==> config.mk <==
export PLATFORM = sky130hd
export DESIGN_NAME = adc_output_port
export DESIGN_NICKNAME = d
export VERILOG_FILES = /design/src/rtl/adc_port_pkg.sv /design/src/rtl/word_fifo.sv /design/src/rtl/adc_output_port.sv
export SDC_FILE = /design/constraint.sdc
export NUM_CORES = 1
export LEC_CHECK = 0
export BUFFER_PORTS_ARGS = -buffer_cell sky130_fd_sc_hd__buf_2
export CORE_MARGIN = 4
export CORE_UTILIZATION = 52
export DETAILED_ROUTE_END_ITERATION = 12
export PLACE_DENSITY = 0.7
export SYNTH_ARGS = -nofsm -noshare
export SYNTH_HDL_FRONTEND = slang
export SYNTH_SLANG_ARGS = --single-unit
export TNS_END_PERCENT = 1
==> constraint.sdc <==
create_clock -name MCLK -period 31.1 [get_ports MCLK]
set_input_delay 4.665 -clock MCLK [delete_from_list [all_inputs] [get_ports MCLK]]
set_output_delay 4.665 -clock MCLK [all_outputs]
set_load 0.05 [all_outputs]
==> src/rtl/adc_port_pkg.sv <==
// Constants shared by the pipelined converter output port and its FIFO.
// Assumes a single 200 MHz clock domain and a synchronous active-high reset.
//
// Function
// - With the active-low output enable high, all twelve data lines are released.
// - With the active-low output enable low, the result is driven onto the twelve data lines.
// - With shutdown high, the converter enters shutdown and stops converting.
// - Output line 0 carries the least significant bit and line 11 the most significant.
// - Each sample is resolved by twelve 1.5-bit stages into a twelve-bit word; the code takes 1.5-bit stage decisions of 0, 1 or 2.
// - The word for a sample appears exactly seven sample clocks after the sample.
// - A sample advances one stage every half sample clock, the output latch included.
// - Stage decisions are combined with digital error correction so no code is missing.
// - Results are offset binary, zero input giving only the top bit set.
// - With outputs enabled and shutdown high, the lines hold the last code before shutdown.
// - A sample is taken on the rising edge of the true sample clock.
package adc_port_pkg;
    // =========================================================================
    // Widths and timing.
    // =========================================================================
    localparam int RES_BITS = 12;
    localparam int LATENCY_CYC = 7;
    localparam int HALF_STEPS = 2 * LATENCY_CYC;
    localparam int FIFO_DEPTH = 4;
    localparam logic [11:0] MID_CODE = 12'h800;
    localparam logic [11:0] RESET_WORD = 12'h000;
    localparam int CLK_MAX_KHZ = 60000;
    localparam int CLK_MIN_KHZ = 100;
endpackage

==> src/rtl/word_fifo.sv <==
// Small flip-flop FIFO with valid and ready on both sides.
// Assumes one clock and synchronous active-high reset.
`timescale 1ns/100ps
module word_fifo #(
    parameter int WIDTH = 12,
    parameter int DEPTH = 4
)
(
    input wire logic clk,
    input wire logic srst,
    input wire logic in_valid,
    output logic in_ready,
    input wire logic [WIDTH-1:0] in_data,
    output logic out_valid,
    input wire logic out_ready,
    output logic [WIDTH-1:0] out_data
);
    localparam int AW = $clog2(DEPTH);

    // Depth must be a power of two so the pointers wrap by overflow.
    if (DEPTH < 2 || (DEPTH & (DEPTH - 1)) != 0 || WIDTH < 1)
    begin : bad_cfg
        $error("word_fifo: DEPTH must be a power of two of at least 2.");
    end

    logic [WIDTH-1:0] mem_ff [DEPTH];
    logic [WIDTH-1:0] nxt_mem [DEPTH];
    logic [AW:0] wr_ff, nxt_wr, rd_ff, nxt_rd;
    logic push, pop;

    // =========================================================================
    // Pointer and storage update.
    // =========================================================================
    // Full and empty come from the extra pointer bit, so no count is kept.
    always_comb
    begin
        in_ready = (wr_ff - rd_ff) != (AW + 1)'(DEPTH);
        out_valid = wr_ff != rd_ff;
        out_data = mem_ff[rd_ff[AW-1:0]];
        push = in_valid && in_ready;
        pop = out_valid && out_ready;
        nxt_mem = mem_ff;
        if (push)
        begin
            nxt_mem[wr_ff[AW-1:0]] = in_data;
        end
        nxt_wr = push ? wr_ff + 1'b1 : wr_ff;
        nxt_rd = pop ? rd_ff + 1'b1 : rd_ff;
    end

    // Storage is not reset; only the pointers define what is valid.
    always_ff @(posedge clk)
    begin
        mem_ff <= nxt_mem;
        if (srst)
        begin
            wr_ff <= '0;
            rd_ff <= '0;
        end
        else
        begin
            wr_ff <= nxt_wr;
            rd_ff <= nxt_rd;
        end
    end
endmodule

==> src/rtl/adc_output_port.sv <==
// Digital side of a twelve-stage pipelined converter: stage pipeline,
// error correction, output latch and three-state data port.
// Assumes MCLK at 200 MHz; the sample clock and controls arrive as pins.
`timescale 1ns/100ps
module adc_output_port #(
    parameter int STAGES = adc_port_pkg::RES_BITS
)
(
    input wire logic MCLK,
    input wire logic SRST,
    input wire logic SAMPLE_CLK,
    input wire logic OUTPUT_ENABLE_N,
    input wire logic SHUTDOWN_REQUEST,
    input wire logic [1:0] STAGE_DECISION [adc_port_pkg::RES_BITS],
    output logic [adc_port_pkg::RES_BITS-1:0] SAMPLE_WORD_O,
    output logic [adc_port_pkg::RES_BITS-1:0] SAMPLE_WORD_OE,
    output logic WORD_STROBE,
    output logic SHUTDOWN_ACTIVE
);
    localparam int N = adc_port_pkg::RES_BITS;
    localparam int HS = adc_port_pkg::HALF_STEPS;

    // The pipeline is built for exactly twelve 1.5-bit stages.
    if (STAGES != N)
    begin : bad_cfg
        $error("adc_output_port: STAGES must equal the result width.");
    end

    // =========================================================================
    // Pin synchronisers.
    // =========================================================================
    // Pin order in the synchroniser words is {enable, shutdown, sample clock}.
    logic [2:0] s1_ff, s2_ff, nxt_s1, nxt_s2;
    logic clk_prev_ff, nxt_clk_prev;
    logic [1:0] dec1_ff [N];
    logic [1:0] dec2_ff [N];
    logic [1:0] nxt_dec1 [N];
    logic [1:0] nxt_dec2 [N];

    // Two flops per pin; only the second stage is looked at by logic.
    // Reset parks both stages at the idle levels (enable released, no
    // shutdown, sample clock low), so neither a false edge nor a false
    // shutdown indication follows the release of reset.
    always_comb
    begin
        nxt_s1 = {OUTPUT_ENABLE_N, SHUTDOWN_REQUEST, SAMPLE_CLK};
        nxt_s2 = s1_ff;
        nxt_clk_prev = s2_ff[0];
        if (SRST)
        begin
            nxt_s1 = 3'h4;
            nxt_s2 = 3'h4;
            nxt_clk_prev = 1'b0;
        end
        // Decisions are read only on a detected edge, when they have been
        // steady for two cycles, so they need no reset of their own.
        nxt_dec1 = STAGE_DECISION;
        nxt_dec2 = dec1_ff;
    end

    // Registers only.
    always_ff @(posedge MCLK)
    begin
        s1_ff <= nxt_s1;
        s2_ff <= nxt_s2;
        clk_prev_ff <= nxt_clk_prev;
        dec1_ff <= nxt_dec1;
        dec2_ff <= nxt_dec2;
    end

    logic clk_s, oe_n_s, shut_s, rise, fall, step;
    assign clk_s = s2_ff[0];
    assign shut_s = s2_ff[1];
    assign oe_n_s = s2_ff[2];
    assign rise = clk_s && !clk_prev_ff;
    assign fall = !clk_s && clk_prev_ff;
    // A half-cycle tick on either sample-clock edge moves the pipeline on.
    assign step = (rise || fall) && !shut_s;

    // =========================================================================
    // Stage pipeline and error correction.
    // =========================================================================
    // Each slot carries the decisions taken so far plus an occupancy flag.
    // Slot k holds a sample that has completed k half-cycle steps.
    logic [1:0] pipe_ff [HS][N];
    logic [1:0] nxt_pipe [HS][N];
    logic [HS-1:0] live_ff, nxt_live;
    logic [N-1:0] word_ff, nxt_word;
    logic strobe_ff, nxt_strobe;
    logic [N-1:0] corrected;

    // Redundant decisions of 0, 1 or 2 are weighted by two per stage and
    // summed; the overlap absorbs comparator offsets so all codes occur.
    always_comb
    begin
        logic [N+1:0] acc;
        acc = '0;
        for (int i = 0; i < N; i++)
        begin
            acc = (N + 2)'({acc, 1'b0}) + (N + 2)'(pipe_ff[HS-1][i]);
        end
        // The 1.5-bit sum is offset by one LSB-weighted half range; remove it
        // so a zero input lands on the mid code.
        acc = acc - (N + 2)'({N{1'b1}}) + (N + 2)'(adc_port_pkg::MID_CODE);
        if (acc[N+1])
        begin
            corrected = '0;
        end
        else if (acc[N])
        begin
            corrected = '1;
        end
        else
        begin
            corrected = acc[N-1:0];
        end
    end

    // A sample enters on the rising edge and leaves 14 half steps later,
    // which is seven sample clocks; shutdown freezes the whole chain.
    always_comb
    begin
        nxt_pipe = pipe_ff;
        nxt_live = live_ff;
        nxt_word = word_ff;
        nxt_strobe = 1'b0;
        if (step)
        begin
            for (int k = HS - 1; k > 0; k--)
            begin
                nxt_pipe[k] = pipe_ff[k-1];
                nxt_live[k] = live_ff[k-1];
            end
            nxt_pipe[0] = dec2_ff;
            nxt_live[0] = rise;
            if (live_ff[HS-1])
            begin
                nxt_word = corrected;
                nxt_strobe = 1'b1;
            end
        end
    end

    always_ff @(posedge MCLK)
    begin
        if (SRST)
        begin
            live_ff <= '0;
            word_ff <= adc_port_pkg::RESET_WORD;
            strobe_ff <= 1'b0;
        end
        else
        begin
            live_ff <= nxt_live;
            word_ff <= nxt_word;
            strobe_ff <= nxt_strobe;
        end
        pipe_ff <= nxt_pipe;
    end

    // =========================================================================
    // Output FIFO and three-state port.
    // =========================================================================
    // The FIFO drains only while the bus is enabled and not shut down, so
    // words written during a disabled spell are held, not lost, up to four.
    // A word that finds the FIFO full is dropped: the pipeline cannot be
    // stalled without losing its half-cycle timing, so the oldest words win.
    logic fifo_valid;
    logic [N-1:0] fifo_data;
    logic drain;
    assign drain = !oe_n_s && !shut_s;

    word_fifo #(
        .WIDTH(N),
        .DEPTH(adc_port_pkg::FIFO_DEPTH)
    ) u_fifo (
        .clk(MCLK),
        .srst(SRST),
        .in_valid(strobe_ff),
        .in_ready(),
        .in_data(word_ff),
        .out_valid(fifo_valid),
        .out_ready(drain),
        .out_data(fifo_data)
    );

    logic [N-1:0] dout_ff, nxt_dout, oe_ff, nxt_oe;
    logic strb_ff, nxt_strb, shut_ff;

    // Line i carries bit i, so bit 0 is the least significant line.
    always_comb
    begin
        nxt_dout = dout_ff;
        nxt_strb = 1'b0;
        if (drain && fifo_valid)
        begin
            nxt_dout = fifo_data;
            nxt_strb = 1'b1;
        end
        // In shutdown the last code is simply held.
        nxt_oe = oe_n_s ? '0 : '1;
    end

    always_ff @(posedge MCLK)
    begin
        if (SRST)
        begin
            dout_ff <= adc_port_pkg::RESET_WORD;
            oe_ff <= '0;
            strb_ff <= 1'b0;
            shut_ff <= 1'b0;
        end
        else
        begin
            dout_ff <= nxt_dout;
            oe_ff <= nxt_oe;
            strb_ff <= nxt_strb;
            shut_ff <= shut_s;
        end
    end

    assign SAMPLE_WORD_O = dout_ff;
    assign SAMPLE_WORD_OE = oe_ff;
    assign WORD_STROBE = strb_ff;
    assign SHUTDOWN_ACTIVE = shut_ff;
endmodule

== Word level (Yosys, flattened, before mapping) ==
Index checks and enable logic that the tools add are counted.
Widths: inputs -> output; s select.

* Add/sub/neg operators: 16
* Order comparisons: 3
* Eq/ne operators: 2
* Mux-type cells: 11
* Bitwise gates (word level): 3
* Reductions and logical operators: 14

{| class="wikitable"
|+ Operators with widths
! cell !! count
|-
| $mux 12 || 6
|-
| $bwmux 48 || 1
|-
| $bmux 12 s2 || 1
|-
| $demux 12 s2 || 1
|-
| $add 14x12->14 const B || 1
|-
| $add 14x2->14 || 1
|-
| $sub 14x12->14 const B || 1
|-
| $add 13x2->13 || 1
|-
| $add 12x2->12 || 1
|-
| $add 11x2->11 || 1
|-
| $add 10x2->10 || 1
|-
| $add 9x2->9 || 1
|-
| $add 8x2->8 || 1
|-
| $add 7x2->7 || 1
|-
| $logic_and 1x1->1 || 7
|-
| $add 3x1->3 const B || 2
|-
| $add 6x2->6 || 1
|-
| $ge 3x3->1 const B || 2
|-
| $not 2->3 || 2
|-
| $add 5x2->5 || 1
|-
| $add 3x2->4 || 1
|-
| $logic_not 1->1 || 4
|-
| $lt 3x1->1 const B || 1
|-
| $ne 3x3->1 || 1
|-
| 7 further kinds || 8
|}

* Bits in registers: 498
* Bits of input ports: 29
* Output and inout bits: 26

== Logic depth before layout (Yosys ltp) ==
* Depth after elaboration: 15
* Gate-level depth with buffers: 14
* Gate-level depth less buffers: 12

== Cells and area by module ==
From an unflattened synthesis, not the netlist that was laid out.

* Cell total of the unflattened synthesis: 861
* Area, all modules: 16281.9 sq um

{| class="wikitable"
|+ Modules (own cells, without submodules)
! module !! times used !! cells an instance !! area an instance (sq um)
|-
| adc_output_port || 1 || 751 || 14104.8
|-
| word_fifo || 1 || 110 || 2177.1
|}

== Least setup slack after synthesis ==
No wires, ideal clock.

* Path type: register -> register
* Start point: reg clk_prev_ff
* End point: reg pipe_ff[0] (netlist bit) (enable)
* Setup time: 831 ps
* Arrival: 10344 ps
* Data required time: 30269 ps
* Path slack: 19925 ps
* Cell stages (with the launch flop): 7
* Path buffers: 2
* Path through: dfxtp_1 -> inv_1 -> ha_1 -> or2_2 -> clkbuf_1 -> clkinv_1 -> buf_1

* Word-level cells in the longest chain between the ends: 4
* Elaborated cells between the ends (all ways): 5

{| class="wikitable"
|+ RTL lines
! item !! line !! text
|-
| from (decl) || adc_output_port.sv:34 || <nowiki>logic clk_prev_ff, nxt_clk_prev;</nowiki>
|-
| from (signal assigned) || adc_output_port.sv:66 || <nowiki>clk_prev_ff <= nxt_clk_prev;</nowiki>
|-
| $logic_not 1->1 || adc_output_port.sv:75 || <nowiki>assign rise = clk_s && !clk_prev_ff;</nowiki>
|-
| $logic_and 1x1->1 || adc_output_port.sv:75 ||
|-
| $logic_or 1x1->1 * || adc_output_port.sv:78 || <nowiki>assign step = (rise || fall) && !shut_s;</nowiki>
|-
| $logic_and 1x1->1 * || adc_output_port.sv:78 ||
|-
| net step || adc_output_port.sv:71 || <nowiki>logic clk_s, oe_n_s, shut_s, rise, fall, step;</nowiki>
|-
| to (signal assigned) || adc_output_port.sv:158 || <nowiki>pipe_ff <= nxt_pipe;</nowiki>
|-
| to (decl) || adc_output_port.sv:85 || <nowiki>logic [1:0] pipe_ff [HS][N];</nowiki>
|}

The timed path passes the listed nets; every way through them passes the cells marked *.
A chain may end at the register's enable or synchronous reset.

==> flow_metrics.tcl <==
set metrics [dict create \
    status "completed" \
    ctsHoldBuffers 0 \
    final_antenna_net_count 0 \
    first_iter_violations 425 \
    critical_path.max_stage_delay_ns 0.46 \
    slew_viol_final 0 \
    synth-warning-count 0 \
    total_switching_power_w 0.0002723 \
    avgSynthCellArea_sq_um 18.65 \
    grt_overflow 0 \
    groute.usage.overall 0.1112 \
    maxCapViolations 0 \
    stdcell_count 1385 \
    p_sw_frac 0.2065 \
    p_comb_frac 0.042 \
    internal-power_w 0.001047 \
    viasPerCell 4.988 \
    num-nets-final 1013 \
    ff_latch_area_sq_mm 0.01359 \
    dieArea_sq_mm 0.03448 \
    fp.dieH_um 185.7 \
    tns_ns 0 \
    critical_path.top_delay_family "flip-flops" \
    pin_count 55 \
    clkLatencyLatePin_ns 0.56 \
    cts_max_level 2 \
    cts-root-buf "sky130_fd_sc_hd__clkbuf_16" \
    dp_cells 1303 \
    ff_to_ff_setup_slack_ns 26.60 \
    final.period_utilization 0.1928 \
    area_occupied_by_multi_input_gates_sq_mm 0.002613 \
    placement_rows 64 \
    finalHoldViolCount 0 \
    num_vias 6909 \
    cts_num_sinks 487 \
    clock_tree_from_tritoncts "yes" \
    mappedNetlistNets 939 \
    rsz0062_at_grt "false" \
    worst_ep_arrival_time_ns 1.33 \
    final.min_clock_period_ns 5.995 \
    timing.final.setup_violations 0 \
    synth_ff_type "sky130_fd_sc_hd__edfxtp_1" \
    crit_fanout 12 \
    power_per_unit_of_standard_cell_area_mw_per_mm2 71.16 \
    antenna_cells_inserted 0 \
    fraction_of_layout_cells_with_a_size_suffix_above_1 0.1780 \
    grt_pass1_vias 6683 \
    netlist.top_cell.by_area "sky130_fd_sc_hd__edfxtp_1" \
    crit_chain "buf_2" \
    die_width_um 185.7 \
    grt_max_degree 228 \
    cts.repair.resized 0 \
    floorplan.core_area_sq_mm 0.03083 \
    drt_drc_violations_left 0 \
    synth.cell_area_sq_mm 0.01642 \
    antenna_found_initial 0 \
    grt_pass1_wl_mm 31.62 \
    areaGrowthSynthToFinish_pct 12.91 \
    fraction_of_power_consumed_by_the_clock_network 0.403 \
    postRouteWirelength_mm 18.89 \
    seq_area_frac_synth 0.8280 \
    timing.clock.skew_ns 0.03015 \
    crit_path_start_kind "flip-flop" \
    ys_types 60 \
    worst_hold_path_type "flip-flop to flip-flop" \
    cts.reportedPaths.clkPinSlew_ns 0.06 \
    cts_made_buffers 45 \
    synth_top_cell_area_share 0.7024 \
    share_seq_of_total_power 0.554 \
    dpl.hpwl_mm 10.33 \
    wl_per_cell_um 13.64 \
    drt_pre_antenna_iters 4 \
    synthCells 880 \
    cts_max_path_buffers 3 \
    critical_path_class "flip-flop to primary output" \
    power_leakage_nw 6.276 \
    cts_setup_buffers 0 \
    synth-async-reset-ratio 0 \
    postSynthRegisterBits 487 \
    crit_required_ns 26.44 \
    timing.fmax_mhz 166.8 \
    crit_path_end_kind "primary output" \
    worst-path-buf-inv 1 \
    number_of_enable_flip_flop_cells_after_synthesis 384 \
    layout.filler_cells 2175 \
    gpl.final_weighted_congestion 0.7336 \
    area_contributors_post_synth "sky130_fd_sc_hd__edfxtp_1, sky130_fd_sc_hd__dfxtp_1, sky130_fd_sc_hd__ha_1" \
    worst_pin_slew_ns 1.220 \
    peakVddDrop_uv 66.97 \
    max_slew_margin 0.1840 \
    port-buffer-count 54 \
    critical_path.slowest_cell "sky130_fd_sc_hd__dfxtp_1" \
    starting_density_of_the_core 0.5325 \
]
per-layer routing:
metal | track usage | up-vias | part of all wire
met5 | 0 | - | 0
met4 | 0.04518 | 0 | 0.029
met3 | 0.02638 | 48 | 0.049
met2 | 0.1862 | 123 | 0.48
met1 | 0.1414 | 3311 | 0.44
li1 | - | 3427 | -
worst paths after layout:
path                            cells past startpoint            endpoint               start
worst min register to register                      0          dec2_ff[2]          dec1_ff[2]
worst max-delay path                                1  SAMPLE_WORD_OE[11]  SAMPLE_WORD_OE[10]
worst max register to register                     12          word_ff[6]         pipe_ff[11]
worst min-delay path                                0          dec2_ff[2]          dec1_ff[2]
cell usage in the layout, fill, tap and decap left out, drive strengths merged, types with 17 or more instances in the layout:
cell,synthesis,layout
xor2,19,19
ha,29,29
xnor2,38,38
edfxtp,384,384
dfxtp,103,103
buf,16,56
nor2,23,23
clkbuf,13,64
a21oi,41,41
nand2,89,89
nand3,17,17
registers in the layout, summed over array words and instances, names as in the netlist, 3 cells and up:
signal,flops
dec1_ff,24
u_fifo.wr_ff,3
SAMPLE_WORD_O,12
u_fifo.mem_ff,48
word_ff,12
u_fifo.rd_ff,3
dec2_ff,24
s1_ff,3
pipe_ff,336
s2_ff,3
live_ff,14
cells by family (layout without fill, tap and decap cells):
group	after synthesis	in the layout	synth area share
AO/OA/AOI/OAI	87	87	0.04078
multiplexers	13	13	0.01707
XOR/XNOR	57	57	0.03224
flip-flops	487	487	0.8280
adder cells (fa/ha/maj)	30	30	0.02332
buffers and inverters	40	149	0.01281
AND/OR/NAND/NOR	166	166	0.04573
synthesized netlist by cell type (all sizes together) (2+ instances only):
library cell / count
o31ai: 11
nor2: 23
edfxtp: 384
nor2b: 8
o211ai: 3
inv: 10
a31oi: 4
or3: 2
buf: 16
a21boi: 3
a21oi: 41
a32o: 2
clkbuf: 13
a32oi: 2
o21ai: 4
nand3: 17
xnor2: 38
mux4: 12
dfxtp: 103
or2: 6
a2bb2oi: 2
nor3: 2
ha: 29
nor4: 3
nand2: 89
xor2: 19
and2: 7
o41ai: 2
and3: 3
o22ai: 3
nand4: 2
stage by stage:
step	area, sq um	worst slack (ns)	utilization	total power [W]	hold slack, ns
final	18540	25.11	0.6012	0.001319	0.3206
after detailed placement	17050	24.95	0.5530	0.0008016	0.3138
after global routing	18540	25.02	0.6012	0.001376	0.3284
after global placement	17050	24.99	0.5530	0.0007992	0.3105
after floorplan	16420	19.93	-	0.0008009	0.3096
after CTS	18540	25.08	0.6012	0.001339	0.3227
area by class of cell:
| cell class | count | area share |
|---|---|---|
| tap | 396 | 0.02673 |
| inverter | 11 | 0.002633 |
| clock inverter | 18 | 0.01026 |
| sequential | 487 | 0.7334 |
| timing repair buffer | 56 | 0.01607 |
| multi-input combinational | 353 | 0.1409 |
| clock buffer | 64 | 0.07000 |
power groups by stage:
stage          sequential [W]  combinational (W)  clock, W
6_report             0.000731          0.0000557  0.000532
5_1_grt              0.000733          0.0000626  0.000580
4_1_cts              0.000732          0.0000566  0.000551
3_5_place_dp         0.000745          0.0000563         0
3_3_place_gp         0.000744          0.0000556         0
2_1_floorplan        0.000753          0.0000479         0
Note: power is estimated with default switching activity, not from simulation.
